**config.mk**
```make
export PLATFORM = sky130hd
export DESIGN_NAME = drive_terminal_io_logic
export DESIGN_NICKNAME = d
export VERILOG_FILES = /design/src/core/dtio_pkg.sv /design/src/core/input_filter.sv /design/src/core/freq_detect.sv /design/src/core/drive_terminal_io_logic.sv
export VERILOG_INCLUDE_DIRS = /design/src /design/src/core
export SDC_FILE = /design/constraint.sdc
export NUM_CORES = 2
export LEC_CHECK = 0
export ABC_AREA = 1
export BUFFER_PORTS_ARGS = -buffer_cell sky130_fd_sc_hd__buf_2
export CAP_MARGIN = 5
export CELL_PAD_IN_SITES_DETAIL_PLACEMENT = 1
export CELL_PAD_IN_SITES_GLOBAL_PLACEMENT = 1
export CORE_MARGIN = 4
export CORE_UTILIZATION = 53
export CTS_BUF_LIST = sky130_fd_sc_hd__clkbuf_8
export DETAILED_ROUTE_END_ITERATION = 8
export GPL_TIMING_DRIVEN = 0
export PLACE_DENSITY = 0.91
export SYNTH_ARGS = -nofsm -noshare
export SYNTH_HDL_FRONTEND = slang
export SYNTH_SLANG_ARGS = --single-unit
```
**constraint.sdc**
```tcl
create_clock -name CLOCK_I -period 44.4 [get_ports CLOCK_I]
set_clock_uncertainty 0.1 [all_clocks]
set_input_delay 8.88 -clock CLOCK_I [delete_from_list [all_inputs] [get_ports CLOCK_I]]
set_output_delay 8.88 -clock CLOCK_I [all_outputs]
set_load 0.1 [all_outputs]
```
**src/core/dtio_consts.svh**
```systemverilog
`ifndef DTIO_CONSTS_SVH
`define DTIO_CONSTS_SVH
// =====================================
// timing
`define CLK_NS 4
`define FILT_UNIT_NS 500000
`define FILT_UNIT_CYC (`FILT_UNIT_NS / `CLK_NS)
`define OL_UNIT_NS 100000000
`define OL_UNIT_CYC (`OL_UNIT_NS / `CLK_NS)
// =====================================
// parameter codes
`define A_IN_STAT 8'h0F
`define A_OUT_STAT 8'h10
`define A_FILT 8'h11
`define A_FDT_LVL 8'h2A
`define A_FDT_BAND 8'h2B
`define A_AUX_SEL 8'h2C
`define A_AUTO 8'h32
`define A_OL_LVL 8'h80
`define A_OL_TIME 8'h81
`define A_FN_BASE 8'h70
// =====================================
// reset values and highest aux select code
`define R_FILT 8'h0F
`define R_FDT_LVL 16'h0BB8
`define R_FDT_BAND 16'h03E8
`define R_AUX_SEL 5'h0C
`define R_OL_LVL 16'h0096
`define R_OL_TIME 16'h000A
`define AUX_MAX 5'h19
// =====================================
// terminal function codes
`define FN_AHOLD 6'h12
`define FN_RAMP 6'h13
`define FN_GAIN2 6'h14
`define FN_SEQ_L 6'h15
`define FN_SEQ_M 6'h16
`define FN_SEQ_H 6'h17
`define FN_MANUAL 6'h18
`define FN_GO 6'h19
`define FN_HOLD 6'h1A
`define FN_TRV_LO 6'h1B
`define FN_TRV_HI 6'h1C
// filtered inputs: p1-p3, rx, fx, jog, fault reset, disable
`define FILT_MASK 11'h7C7
`endif

```
**src/core/dtio_pkg.sv**
```systemverilog
package dtio_pkg;
   // =====================================
   // auto operation variants
   typedef enum logic [1:0] {
      AUTO_OFF = 2'h0,
      AUTO_A = 2'h1,
      AUTO_B = 2'h2
   } auto_e;
   // =====================================
   // status coming from the drive core
   typedef struct packed {
      logic running;
      logic ref_analog;
      logic closed_loop;
      logic traverse;
      logic step_done;
      logic iol;
      logic stall;
      logic ov;
      logic lv;
      logic oh;
      logic lost;
      logic steady;
      logic inv_line;
      logic comm_line;
      logic ssearch;
      logic ready;
      logic trv_acc;
      logic trv_dec;
      logic mmc;
      logic zspd;
      logic torq;
   } core_stat_s;
   // =====================================
   // commands to the drive core
   typedef struct packed {
      logic freq_hold;
      logic ramp_freeze;
      logic alt_gain;
      logic manual;
      logic trv_neg;
      logic trv_pos;
      logic fault_reset;
      logic out_disable;
      logic seq_run;
      logic [2:0] seq_sel;
      logic [2:0] seq_step;
   } drive_ctl_s;
endpackage : dtio_pkg

```
**src/core/input_filter.sv**
```systemverilog
`timescale 1ns/1ns
`include "dtio_consts.svh"
module input_filter #(
   parameter int W = 11,
   parameter int TICK_CYC = `FILT_UNIT_CYC
) (
   // clock and reset
   input wire logic clk_i,
   input wire logic rst_i,
   // terminals
   input wire logic [W-1:0] raw_i,
   input wire logic [W-1:0] mask_i,
   input wire logic [7:0] k_i,
   output logic [W-1:0] q_o
);
   logic [W-1:0] s1_q;
   logic [W-1:0] s2_q;
   logic [31:0] cnt_q [W];
   wire [31:0] lim = 32'(k_i) * 32'(TICK_CYC);
   // =====================================
   // sync then debounce
   always_ff @(posedge clk_i or posedge rst_i) begin
      if (rst_i) begin
         s1_q <= '0;
         s2_q <= '0;
      end else begin
         s1_q <= raw_i;
         s2_q <= s1_q;
      end
   end
   for (genvar i = 0; i < W; i++) begin : g_bit
      always_ff @(posedge clk_i or posedge rst_i) begin
         if (rst_i) begin
            cnt_q[i] <= 32'h00000000;
            q_o[i] <= 1'b0;
         end else if (s2_q[i] == q_o[i]) begin
            cnt_q[i] <= 32'h00000000;
         end else if (!mask_i[i] || cnt_q[i] >= lim) begin // [RQ12]
            cnt_q[i] <= 32'h00000000;
            q_o[i] <= s2_q[i];
         end else begin
            cnt_q[i] <= cnt_q[i] + 32'h00000001;
         end
      end
   end
endmodule : input_filter

```
**src/core/freq_detect.sv**
```systemverilog
`timescale 1ns/1ns
module freq_detect (
   // clock and reset
   input wire logic clk_i,
   input wire logic rst_i,
   // frequencies
   input wire logic [15:0] out_i,
   input wire logic [15:0] ref_i,
   input wire logic [15:0] lvl_i,
   input wire logic [15:0] band_i,
   // results for modes one to five
   output logic [4:0] hit_o
);
   logic m4_q;
   wire [16:0] half = {2'b00, band_i[15:1]};
   wire [16:0] lo = ({1'b0, lvl_i} > half) ? {1'b0, lvl_i} - half : 17'h00000;
   wire [16:0] hi = {1'b0, lvl_i} + half;
   function automatic logic in_band(input logic [15:0] f, input logic [16:0] l, input logic [16:0] h);
      in_band = ({1'b0, f} >= l) && ({1'b0, f} <= h);
   endfunction : in_band
   wire ref_in = in_band(ref_i, lo, hi);
   wire out_in = in_band(out_i, lo, hi);
   // =====================================
   // hysteresis for mode four
   always_ff @(posedge clk_i or posedge rst_i) begin
      if (rst_i) begin
         m4_q <= 1'b0;
      end else if (out_i >= lvl_i) begin
         m4_q <= 1'b1; // [RQ17]
      end else if ({1'b0, out_i} < lo) begin
         m4_q <= 1'b0; // [RQ17]
      end
   end
   assign hit_o[0] = (out_i == ref_i); // [RQ14]
   assign hit_o[1] = ref_in && out_in; // [RQ15]
   assign hit_o[2] = out_in; // [RQ16]
   assign hit_o[3] = m4_q;
   assign hit_o[4] = !m4_q; // [RQ18]
endmodule : freq_detect

```
**src/core/drive_terminal_io_logic.sv**
```systemverilog
// How it works
// RQ1: analog hold freezes output frequency
// RQ2: ramp freeze halts accel and decel
// RQ3: alternate gain selects second proportional gain
// RQ4: three select inputs pick one of five
// RQ5: sequence runs all steps, disable stops it
// RQ6: manual switch honoured only while stopped
// RQ7: step advance moves externally stepped sequence
// RQ8: step hold keeps last step frequency; held only when auto is AUTO_A, under AUTO_B the last step ends in idle
// RQ9: traverse offsets negative or positive
// RQ10: nine-bit input status word
// RQ11: four-bit output status word
// RQ12: input filter time constant times half ms
// RQ13: aux contact follows selected condition
// RQ14: mode one: output reaches reference
// RQ15: mode two: reference and output in band
// RQ16: mode three: output inside band
// RQ17: mode four: level with hysteresis
// RQ18: mode five inverts mode four
// RQ19: overload warning after level for time
// RQ20: all conditions evaluated every cycle
`timescale 1ns/1ns
`include "dtio_consts.svh"
module drive_terminal_io_logic
   import dtio_pkg::*;
#(
   parameter int OL_TICK_CYC = `OL_UNIT_CYC,
   parameter int FILT_TICK_CYC = `FILT_UNIT_CYC
) (
   // clock and reset
   input wire logic CLOCK_I,
   input wire logic RST_I,
   // terminal pins
   input wire logic [5:0] MULTI_INPUT_I,
   input wire logic REVERSE_RUN_INPUT_I,
   input wire logic FORWARD_RUN_INPUT_I,
   input wire logic JOG_INPUT_I,
   input wire logic FAULT_RESET_INPUT_I,
   input wire logic OUTPUT_DISABLE_INPUT_I,
   // drive core
   input wire core_stat_s CORE_I,
   input wire logic [15:0] OUT_FREQ_I,
   input wire logic [15:0] REF_FREQ_I,
   input wire logic [15:0] OUT_CURR_I,
   input wire logic [2:0] OC_REQ_I,
   output drive_ctl_s CTL_O,
   // output terminals
   output logic [2:0] OPEN_COLLECTOR_OUT_O,
   output logic AUX_RELAY_CONTACT_O,
   // parameter port
   input wire logic PAR_WE_I,
   input wire logic [7:0] PAR_ADDR_I,
   input wire logic [15:0] PAR_WDATA_I,
   output logic [15:0] PAR_RDATA_O,
   // status words
   output logic [8:0] IN_STATUS_O,
   output logic [3:0] OUT_STATUS_O
);
   // =====================================
   // parameters
   logic [7:0] filt_q;
   logic [15:0] lvl_q;
   logic [15:0] band_q;
   logic [4:0] aux_sel_q;
   logic [1:0] auto_q;
   logic [15:0] ol_lvl_q;
   logic [15:0] ol_time_q;
   logic [5:0] fn_q [6];
   always_ff @(posedge CLOCK_I or posedge RST_I) begin
      if (RST_I) begin
         filt_q <= `R_FILT;
         lvl_q <= `R_FDT_LVL;
         band_q <= `R_FDT_BAND;
         aux_sel_q <= `R_AUX_SEL;
         auto_q <= AUTO_OFF;
         ol_lvl_q <= `R_OL_LVL;
         ol_time_q <= `R_OL_TIME;
      end else if (PAR_WE_I) begin
         case (PAR_ADDR_I)
            `A_FILT: filt_q <= PAR_WDATA_I[7:0];
            `A_FDT_LVL: lvl_q <= PAR_WDATA_I;
            `A_FDT_BAND: band_q <= PAR_WDATA_I;
            `A_AUX_SEL: aux_sel_q <= PAR_WDATA_I[4:0];
            `A_AUTO: auto_q <= PAR_WDATA_I[1:0];
            `A_OL_LVL: ol_lvl_q <= PAR_WDATA_I;
            `A_OL_TIME: ol_time_q <= PAR_WDATA_I;
            default: ;
         endcase
      end
   end
   for (genvar i = 0; i < 6; i++) begin : g_fn
      always_ff @(posedge CLOCK_I or posedge RST_I) begin
         if (RST_I) begin
            fn_q[i] <= 6'h00;
         end else if (PAR_WE_I && PAR_ADDR_I == `A_FN_BASE + 8'(i)) begin
            fn_q[i] <= PAR_WDATA_I[5:0];
         end
      end
   end
   // =====================================
   // input filtering
   logic [10:0] t;
   input_filter #(.W(11), .TICK_CYC(FILT_TICK_CYC)) u_filt (
      .clk_i(CLOCK_I),
      .rst_i(RST_I),
      .raw_i({OUTPUT_DISABLE_INPUT_I, FAULT_RESET_INPUT_I, JOG_INPUT_I,
              FORWARD_RUN_INPUT_I, REVERSE_RUN_INPUT_I, MULTI_INPUT_I}),
      .mask_i(`FILT_MASK), // [RQ12]
      .k_i(filt_q),
      .q_o(t)
   );
   function automatic logic fn_on(input logic [5:0] code, input logic [5:0] mi,
                                  input logic [35:0] map);
      fn_on = 1'b0;
      for (int j = 0; j < 6; j++) begin
         if (mi[j] && map[j*6 +: 6] == code) fn_on = 1'b1;
      end
   endfunction : fn_on
   function automatic logic [2:0] seq_num(input logic [2:0] hml);
      case (hml)
         3'h1: seq_num = 3'h1;
         3'h2: seq_num = 3'h2;
         3'h4: seq_num = 3'h3;
         3'h3: seq_num = 3'h4;
         3'h5: seq_num = 3'h5;
         default: seq_num = 3'h0;
      endcase
   endfunction : seq_num
   wire [35:0] map = {fn_q[5], fn_q[4], fn_q[3], fn_q[2], fn_q[1], fn_q[0]};
   wire [5:0] mi = t[5:0];
   wire f_ahold = fn_on(`FN_AHOLD, mi, map);
   wire f_ramp = fn_on(`FN_RAMP, mi, map);
   wire f_gain2 = fn_on(`FN_GAIN2, mi, map);
   wire f_man = fn_on(`FN_MANUAL, mi, map);
   wire f_go = fn_on(`FN_GO, mi, map);
   wire f_hold = fn_on(`FN_HOLD, mi, map);
   wire f_tlo = fn_on(`FN_TRV_LO, mi, map);
   wire f_thi = fn_on(`FN_TRV_HI, mi, map);
   wire [2:0] sel = seq_num({fn_on(`FN_SEQ_H, mi, map), fn_on(`FN_SEQ_M, mi, map),
                             fn_on(`FN_SEQ_L, mi, map)}); // [RQ4]
   wire run_cmd = t[6] | t[7];
   wire bx = t[10];
   // =====================================
   // sequence engine
   typedef enum logic [2:0] {
      S_IDLE = 3'b001,
      S_RUN = 3'b010,
      S_HOLD = 3'b100
   } seq_e;
   seq_e st_q;
   seq_e st_d;
   logic [2:0] step_q;
   logic [2:0] step_d;
   logic [2:0] sel_q;
   logic [2:0] sel_d;
   logic run_p_q;
   logic go_p_q;
   logic manual_q;
   logic step_pls_q;
   logic seq_pls_q;
   wire go_rise = f_go && !go_p_q;
   wire start = run_cmd && !run_p_q && auto_q != AUTO_OFF && !manual_q && sel != 3'h0 && !bx;
   wire adv = (auto_q == AUTO_A) ? CORE_I.step_done : go_rise; // [RQ7]
   wire last = (step_q == 3'h7);
   always_comb begin
      st_d = st_q;
      step_d = step_q;
      sel_d = sel_q;
      case (st_q)
         S_IDLE: begin
            if (start) begin
               st_d = S_RUN;
               step_d = 3'h0;
               sel_d = sel; // [RQ4]
            end
         end
         S_RUN: begin
            if (bx || manual_q) begin
               st_d = S_IDLE; // [RQ5]
            end else if (adv && last) begin
               st_d = (auto_q == AUTO_A && f_hold) ? S_HOLD : S_IDLE; // [RQ5] [RQ8]
            end else if (adv) begin
               step_d = step_q + 3'h1; // [RQ7]
            end
         end
         S_HOLD: begin
            if (bx || !run_cmd) st_d = S_IDLE; // [RQ8]
         end
         default: st_d = S_IDLE;
      endcase
   end
   always_ff @(posedge CLOCK_I or posedge RST_I) begin
      if (RST_I) begin
         st_q <= S_IDLE;
         step_q <= 3'h0;
         sel_q <= 3'h0;
         run_p_q <= 1'b0;
         go_p_q <= 1'b0;
         step_pls_q <= 1'b0;
         seq_pls_q <= 1'b0;
      end else begin
         st_q <= st_d;
         step_q <= step_d;
         sel_q <= sel_d;
         run_p_q <= run_cmd;
         go_p_q <= f_go;
         step_pls_q <= (st_q == S_RUN) && adv;
         seq_pls_q <= (st_q == S_RUN) && adv && last;
      end
   end
   always_ff @(posedge CLOCK_I or posedge RST_I) begin
      if (RST_I) begin
         manual_q <= 1'b0;
      end else if (!CORE_I.running) begin
         manual_q <= f_man; // [RQ6]
      end
   end
   // =====================================
   // overload warning timer
   logic [31:0] tick_q;
   logic [15:0] ol_cnt_q;
   wire over = (OUT_CURR_I >= ol_lvl_q);
   wire ol_hit = over && (ol_cnt_q >= ol_time_q); // [RQ19]
   always_ff @(posedge CLOCK_I or posedge RST_I) begin
      if (RST_I) begin
         tick_q <= 32'h0;
         ol_cnt_q <= 16'h0;
      end else if (!over) begin
         tick_q <= 32'h0; // [RQ19]
         ol_cnt_q <= 16'h0;
      end else if (tick_q >= 32'(OL_TICK_CYC - 1)) begin
         tick_q <= 32'h0;
         if (!ol_hit) ol_cnt_q <= ol_cnt_q + 16'h1;
      end else begin
         tick_q <= tick_q + 32'h1;
      end
   end
   // =====================================
   // aux contact condition
   logic [4:0] fdt;
   freq_detect u_fdt (
      .clk_i(CLOCK_I),
      .rst_i(RST_I),
      .out_i(OUT_FREQ_I),
      .ref_i(REF_FREQ_I),
      .lvl_i(lvl_q),
      .band_i(band_q),
      .hit_o(fdt)
   );
   wire [25:0] cond = {CORE_I.torq, CORE_I.zspd, CORE_I.mmc, CORE_I.trv_dec, CORE_I.trv_acc,
                       CORE_I.ready, seq_pls_q, step_pls_q, CORE_I.ssearch, CORE_I.comm_line,
                       CORE_I.inv_line, CORE_I.steady, !CORE_I.running, CORE_I.running,
                       CORE_I.lost, CORE_I.oh, CORE_I.lv, CORE_I.ov, CORE_I.stall,
                       CORE_I.iol, ol_hit, fdt};
   wire aux_d = (aux_sel_q <= `AUX_MAX) ? cond[aux_sel_q] : 1'b0; // [RQ13] [RQ20]
   // =====================================
   // registered outputs
   drive_ctl_s ctl_d;
   always_comb begin
      ctl_d.freq_hold = f_ahold && CORE_I.ref_analog; // [RQ1]
      ctl_d.ramp_freeze = f_ramp; // [RQ2]
      ctl_d.alt_gain = f_gain2 && CORE_I.closed_loop; // [RQ3]
      ctl_d.manual = manual_q; // [RQ6]
      ctl_d.trv_neg = f_tlo && CORE_I.traverse; // [RQ9]
      ctl_d.trv_pos = f_thi && CORE_I.traverse; // [RQ9]
      ctl_d.fault_reset = t[9];
      ctl_d.out_disable = bx;
      ctl_d.seq_run = (st_d != S_IDLE);
      ctl_d.seq_sel = sel_d;
      ctl_d.seq_step = step_d;
   end
   logic [15:0] rd_d;
   always_comb begin
      case (PAR_ADDR_I)
         `A_IN_STAT: rd_d = {7'h00, t[8:0]};
         `A_OUT_STAT: rd_d = {12'h000, OUT_STATUS_O};
         `A_FILT: rd_d = {8'h00, filt_q};
         `A_FDT_LVL: rd_d = lvl_q;
         `A_FDT_BAND: rd_d = band_q;
         `A_AUX_SEL: rd_d = {11'h000, aux_sel_q};
         `A_AUTO: rd_d = {14'h0000, auto_q};
         `A_OL_LVL: rd_d = ol_lvl_q;
         `A_OL_TIME: rd_d = ol_time_q;
         default: rd_d = (PAR_ADDR_I >= `A_FN_BASE && PAR_ADDR_I < `A_FN_BASE + 8'h06)
                         ? {10'h000, fn_q[3'(PAR_ADDR_I - `A_FN_BASE)]} : 16'h0000;
      endcase
   end
   always_ff @(posedge CLOCK_I or posedge RST_I) begin
      if (RST_I) begin
         CTL_O <= '0;
         OPEN_COLLECTOR_OUT_O <= 3'h0;
         AUX_RELAY_CONTACT_O <= 1'b0;
         OUT_STATUS_O <= 4'h0;
         IN_STATUS_O <= 9'h000;
         PAR_RDATA_O <= 16'h0000;
      end else begin
         CTL_O <= ctl_d;
         OPEN_COLLECTOR_OUT_O <= OC_REQ_I;
         AUX_RELAY_CONTACT_O <= aux_d; // [RQ13]
         OUT_STATUS_O <= {aux_d, OC_REQ_I}; // [RQ11] [RQ20]
         IN_STATUS_O <= t[8:0]; // [RQ10]
         PAR_RDATA_O <= rd_d;
      end
   end
   // =====================================
   // assertions
   property p_hold;
      @(posedge CLOCK_I) disable iff (RST_I) (f_ahold && CORE_I.ref_analog) |=> CTL_O.freq_hold;
   endproperty
   a_hold: assert property (p_hold) else $error("analog hold not applied"); // [RQ1]
   property p_ramp;
      @(posedge CLOCK_I) disable iff (RST_I) f_ramp |=> CTL_O.ramp_freeze;
   endproperty
   a_ramp: assert property (p_ramp) else $error("ramp freeze missing"); // [RQ2]
   property p_gain;
      @(posedge CLOCK_I) disable iff (RST_I) CTL_O.alt_gain |-> $past(CORE_I.closed_loop);
   endproperty
   a_gain: assert property (p_gain) else $error("alt gain outside closed loop"); // [RQ3]
   property p_start;
      @(posedge CLOCK_I) disable iff (RST_I) (st_q == S_IDLE && start) |=> CTL_O.seq_sel == $past(sel);
   endproperty
   a_start: assert property (p_start) else $error("wrong sequence selected"); // [RQ4]
   property p_bx;
      @(posedge CLOCK_I) disable iff (RST_I) (st_q == S_RUN && bx) |=> st_q == S_IDLE ##1 !CTL_O.seq_run;
   endproperty
   a_bx: assert property (p_bx) else $error("disable did not stop sequence"); // [RQ5]
   property p_man;
      @(posedge CLOCK_I) disable iff (RST_I) CORE_I.running |=> $stable(manual_q);
   endproperty
   a_man: assert property (p_man) else $error("manual changed while running"); // [RQ6]
   property p_go;
      @(posedge CLOCK_I) disable iff (RST_I)
         (st_q == S_RUN && auto_q == AUTO_B && go_rise && !bx && !manual_q && !last)
         |=> step_q == $past(step_q) + 3'h1;
   endproperty
   a_go: assert property (p_go) else $error("step advance missed"); // [RQ7]
   property p_lasthold;
      @(posedge CLOCK_I) disable iff (RST_I)
         (st_q == S_RUN && auto_q == AUTO_A && adv && last && f_hold && !bx && !manual_q)
         |=> st_q == S_HOLD;
   endproperty
   a_lasthold: assert property (p_lasthold) else $error("last step not held"); // [RQ8]
   property p_trv;
      @(posedge CLOCK_I) disable iff (RST_I) (CTL_O.trv_neg || CTL_O.trv_pos) |-> $past(CORE_I.traverse);
   endproperty
   a_trv: assert property (p_trv) else $error("offset outside traverse"); // [RQ9]
   property p_in;
      @(posedge CLOCK_I) disable iff (RST_I) ##1 IN_STATUS_O == $past(t[8:0]);
   endproperty
   a_in: assert property (p_in) else $error("input status mismatch"); // [RQ10]
   property p_out;
      @(posedge CLOCK_I) disable iff (RST_I) OUT_STATUS_O[3] == AUX_RELAY_CONTACT_O;
   endproperty
   a_out: assert property (p_out) else $error("out status bit 3 differs"); // [RQ11]
   property p_fdt5;
      @(posedge CLOCK_I) disable iff (RST_I) (aux_sel_q == 5'h04) |=> AUX_RELAY_CONTACT_O == !$past(fdt[3]);
   endproperty
   a_fdt5: assert property (p_fdt5) else $error("mode five not inverted"); // [RQ18]
   property p_ol;
      @(posedge CLOCK_I) disable iff (RST_I) (!over ##1 over) |-> !ol_hit || ol_time_q == 16'h0;
   endproperty
   a_ol: assert property (p_ol) else $error("overload warning too early"); // [RQ19]
   c_seq: cover property (@(posedge CLOCK_I) disable iff (RST_I) seq_pls_q);
   c_hold: cover property (@(posedge CLOCK_I) disable iff (RST_I) st_q == S_HOLD);
   c_ol: cover property (@(posedge CLOCK_I) disable iff (RST_I) ol_hit);
endmodule : drive_terminal_io_logic

```
======== Word-level counts from Yosys, hierarchy flattened ========
Cells that the tools add are included.
word-level totals
  output and inout port bits .............. 48
  bits of input ports ..................... 110
  logic and storage cells ................. 450
  register bits after elaboration ......... 509
operators by class
  mux-type cells .......................... 111
  add/sub/neg operators ................... 14
  bitwise operators ....................... 10
  order comparisons ....................... 23
  equality and inequality tests ........... 110
  reductions and logical operators ........ 122
  $mul .................................... 1
operators with widths
  kind                                                                  number
  two-way mux 32 bit                                                    18
  equality test 6 x 5 -> 1 bit (second input constant)                  66
  adder 32 x 1 -> 32 bit (second input constant)                        9
  greater-or-equal comparator 32 x 25 -> 1 bit                          8
  case mux 16 bit (9 select lines)                                      1
  logical AND 1 bit                                                     91
  two-way mux 1 bit                                                     71
  equality test 8 x 7 -> 1 bit (second input constant)                  6
  greater-or-equal comparator 16 bit                                    3
  two-way mux 16 bit                                                    3
  greater-or-equal comparator 16 x 17 -> 1 bit                          2
  less-or-equal comparator 16 x 17 -> 1 bit                             2
  AND reduction 2 bit                                                   17
  equality test 8 x 6 -> 1 bit (second input constant)                  4
  greater-or-equal comparator 32 x 25 -> 1 bit (second input constant)  1
  two-way mux 3 bit                                                     9
  multiplier 8 x 14 -> 22 bit (second input constant)                   1
  binary-select mux 6 bit (select 3 bit)                                1
  two-way mux 6 bit                                                     3
  adder 16 x 15 -> 17 bit                                               1
  less-than comparator 16 x 17 -> 1 bit                                 1
  two-way mux 17 bit                                                    1
  subtractor 16 x 15 -> 17 bit                                          1
  adder 16 x 1 -> 16 bit (second input constant)                        1
  other kinds (32)                                                      70

======== Longest topological paths before layout ========
  word-level depth ........................ 16
  mapped depth ............................ 34
  mapped depth without buffers ............ 33

======== Hierarchy ========
A second synthesis with hierarchy kept.
unflattened totals
  cell total of the unflattened synthesis .. 5,159
  area, all modules ....................... 40,956.8 sq um
modules (own cells, without submodules)
  module                   cells each  seq. area each (sq um)  times used  area an instance (sq um)
  input_filter             3,108       9,634.2                 1           25,096.6
  drive_terminal_io_logic  1,441       5,412.7                 1           11,927.7
  freq_detect              610         25.0                    1           3,932.5

======== Worst setup path after synthesis ========
OpenSTA, ideal clock, no wires.
  path kind ............................... input -> register
  start point ............................. input OUT_CURR_I[7]
  end point ............................... register ol_cnt_q[0]
  stages .................................. 11
  setup slack ............................. 33.673 ns
  path buffers ............................ 1
  setup time .............................. 0.130 ns
  arrival ................................. 10.496 ns
  data required time ...................... 44.170 ns
  cells stage by stage .................... ha_1 > nand2_1 > nor2_1 > a21boi_0 > o21ai_0 > nand2_1 > a31o_2 > nand3_1 > o21ai_1 > clkbuf_1 > o21ai_1
between the ends
  word-level cells in the longest chain between the ends .. 4
  elaborated cells between the ends (all ways) .. 6
  those cells by class .................... order compare (1); eq/ne (2); mux (1); reduce/logical (2)
ends and longest elaborated chain
  item                                  RTL line                        RTL
  from (decl)                           drive_terminal_io_logic.sv:44   input wire logic [15:0] OUT_CURR_I,
  greater-or-equal comparator 16 bit *  drive_terminal_io_logic.sv:222  wire over = (OUT_CURR_I >= ol_lvl_q);
  logical AND 1 bit                     drive_terminal_io_logic.sv:223  wire ol_hit = over && (ol_cnt_q >= ol_time_q);
  inequality test 2 bit (no line)       --
  AND reduction 2 bit (no line)         --
  to (signal assigned)                  drive_terminal_io_logic.sv:233  if (!ol_hit) ol_cnt_q <= ol_cnt_q + 16'h1;
  to (decl)                             drive_terminal_io_logic.sv:221  logic [15:0] ol_cnt_q;
Mark *: on every way between the ends. The rest lies on a longest branch, timed or not.
A chain may end at the register's enable or synchronous reset.

======== Worst setup path in the final report ========
  start point ............................. input OUT_CURR_I[7]
  end point ............................... register ol_cnt_q[7]
The elaborated chain is that of the path after synthesis.

==> summary.txt <==
die width: 257 µm
drc violations: 0
register area: 0.0127 mm²
Final ANT Viol Nets: 0
final hold violation count: 0
hpwl dp: 81600 µm
fmax: 87.2 MHz
first-pass GRT wire length: 192000 µm
Starting Density: 53.5%
Post-CTS Resized: 0
post-synthesis cell type count: 66
CTS tree: yes
Least-Margin Pin Slew: 1.33 ns
cell taking the most area after synthesis: dfrtp_1
die area: 0.0662 mm²
final std cells w/o fill: 5281
Avg Inst Size Synth: 8.14 µm²
CTS root buf: clkbuf_8
Placeable Area: 0.0616 mm²
# setup viols final: 0
worst skew pair latency: 0.75 ns
# IOs: 158
cts bufs inserted: 91
Seq pwr share: 39.6%
iteration-0 DRC count of the detailed router: 3216
cell area after layout: 0.0372 mm²
Vias/cell: 6.24
Worst-path clk slew: 0.07 ns
fin util: 60.4%
setup fix buffers added after clock tree synthesis: 0
top post-synthesis cells by count: nand2_1 (702), inv_1 (543), dfrtp_1 (479)
crit start category: input pin
area delta synth->final: 12.9%
Max-cap violations: 0
Switch Pwr: 0.000430 W
Critical Path Sink Type: flip-flop
PwrDens: 33.2 mW/mm²
GRT overflow: 0
synthesized cell area: 0.0330 mm²
H-tree lvl count: 3
CP Max Fanout: 10
share of layout cells above drive strength 1: 9.98%
Slew Viols, Final: 0
most frequent cell after synthesis: nand2_1
top_reg_cell synth: dfrtp_1
Max Root-Sink Buffers: 3
synthesized instance count: 4050
hold buffer count at CTS: 0
largest net degree at the start of global routing: 127
Post-synth EDFFs: 0
PortBufs: 156
CP startpoint: OUT_CURR_I[7]
Site Rows: 91
normalized max-slew margin: 11.5%
vias in the first global route: 35100
fill count: 7571
hold crit path type: flip-flop to flip-flop
via count: 33000
total design power: 0.00123 W
critical path class: input pin to flip-flop
Final TNS setup: 0 ns
Peak VDD IR: 0.0000241 V
Post-synth ARST share: 100%
leakage power: 17.5 nW
1st-pass router iterations: 6
sequential fraction of the synthesis area: 38.4%
outcome: completed
Yosys reg bits: 505
R2R Path Start: filt_q[2]
die height: 257 µm
Sink Count: 505
Internal Pwr Total: 0.000804 W
Routed WL per cell: 24.7 µm
multi-input logic area: 0.0181 mm²
clock group share of total power: 39.0%
yosys warns: 0
Worst Path Arrival: 11.94 ns
Sw Share: 34.8%
RSZ-0062 raised after global routing: no
post-layout min period: 11.47 ns
Nets: 4887
Yosys top cell area share: 36.4%
Comb pwr share: 21.4%
placed instance count: 5106
CP required: 44.86 ns
hold wc startpoint: u_filt.s1_q[7]
GRT Overall Usage: 36.1%
ranking of synthesized cells by area: dfrtp_1 (36%), ha_1 (15%), nand2_1 (8.0%)
Placement Cell Area: 0.0352 mm²
initial antenna violation count: 3
gpl congestion: 0.905
Final Cycle Share: 25.8%
drt total wl: 131000 µm
## routing by layer
layer	routed length, µm	GRT usage, %
met5	0	0
met3	12200	7.91
met4	10300	21.1
met2	60300	60.9
met1	47900	42.6
## flip-flops by register name, indices dropped and copies added, names as in the netlist, 5 cells and up
signal        count
u_filt.cnt_q    256
fn_q             36
tick_q           32
PAR_RDATA_O      16
band_q           16
lvl_q            16
ol_cnt_q         16
ol_lvl_q         16
ol_time_q        16
CTL_O            15
u_filt.q_o       11
u_filt.s1_q      11
u_filt.s2_q      11
IN_STATUS_O       9
filt_q            8
aux_sel_q         5
## worst max-delay path: stages
cell      delay [ns]
buf_2           0.11
ha_1            0.31
nand2_1         0.11
nor2_1          0.16
a21boi_0        0.19
o21ai_0         0.11
nand2_1         0.08
a31o_2          0.33
nand3_1         0.45
o21ai_1         0.43
clkbuf_1        0.55
o21ai_1         0.19
## worst paths after layout
check                                    endpoint  slack (ns)  depth (start not counted)
min in group asynchronous                CTL_O[1]        8.09                          2
worst min-delay path               u_filt.s2_q[7]        0.25                          0
worst max register to register  u_filt.cnt_q[305]       35.25                         28
worst min register to register     u_filt.s2_q[7]        0.25                          0
max in group asynchronous        u_filt.cnt_q[41]       33.95                          5
worst max-delay path                  ol_cnt_q[7]       32.93                         12
## placed cells by master, fill, tap and decap left out, drive strengths merged, types with 21 or more instances in the layout
cell	netlist	routed
o22ai	37	37
or2	23	23
nor3b	31	31
inv	571	607
nor2	426	426
nand4	74	74
clkbuf	63	175
o21ai	246	246
xnor2	36	36
xor2	115	115
dfrtp	479	479
dfstp	26	26
ha	393	393
nand2	705	705
a21oi	226	226
nand3	174	174
buf	13	181
clkinv	8	21
nor4	51	51
nor3	168	168
conb	1	55
## per-stage QoR
| stage | hold slack [ns] | setup WS, ns |
|---|---|---|
| global placement | 0.232 | 15.68 |
| global route | 0.258 | 32.80 |
| floorplan | 0.231 | 21.36 |
| finish | 0.247 | 32.93 |
| CTS | 0.249 | 33.14 |
| detailed placement | 0.236 | 32.48 |
## power by group through the flow
stage	sequential, W	combinational (W)	clock, W
after floorplan	0.000496	0.000148	0
after detailed placement	0.000495	0.000237	0
after CTS	0.000487	0.000247	0.000478
after global routing	0.000489	0.000284	0.000507
final	0.000489	0.000264	0.000481
after global placement	0.000495	0.000216	0
## kinds of logic after synthesis
group	Yosys count	share of synthesized area (%)
multiplexers	5	0.171
adder cells (fa/ha/maj)	412	16.1
buffers and inverters	655	7.53
XOR/XNOR	151	4.01
flip-flops	505	38.4
AND/OR/NAND/NOR	1674	22.5
other	1	0.0114
AO/OA/AOI/OAI	647	11.2
## area by class of cell
type,count,area share [%]
multi-input cells,2944,48.6
flip-flops and latches,505,34.0
inverters,579,5.86
clock buffers,112,4.14
well taps,837,2.81
repair buffers,168,2.66
clock inverters,55,1.01
plain buffers,76,0.834
diodes,5,0.0336
Note: power is estimated with default switching activity, not from simulation.
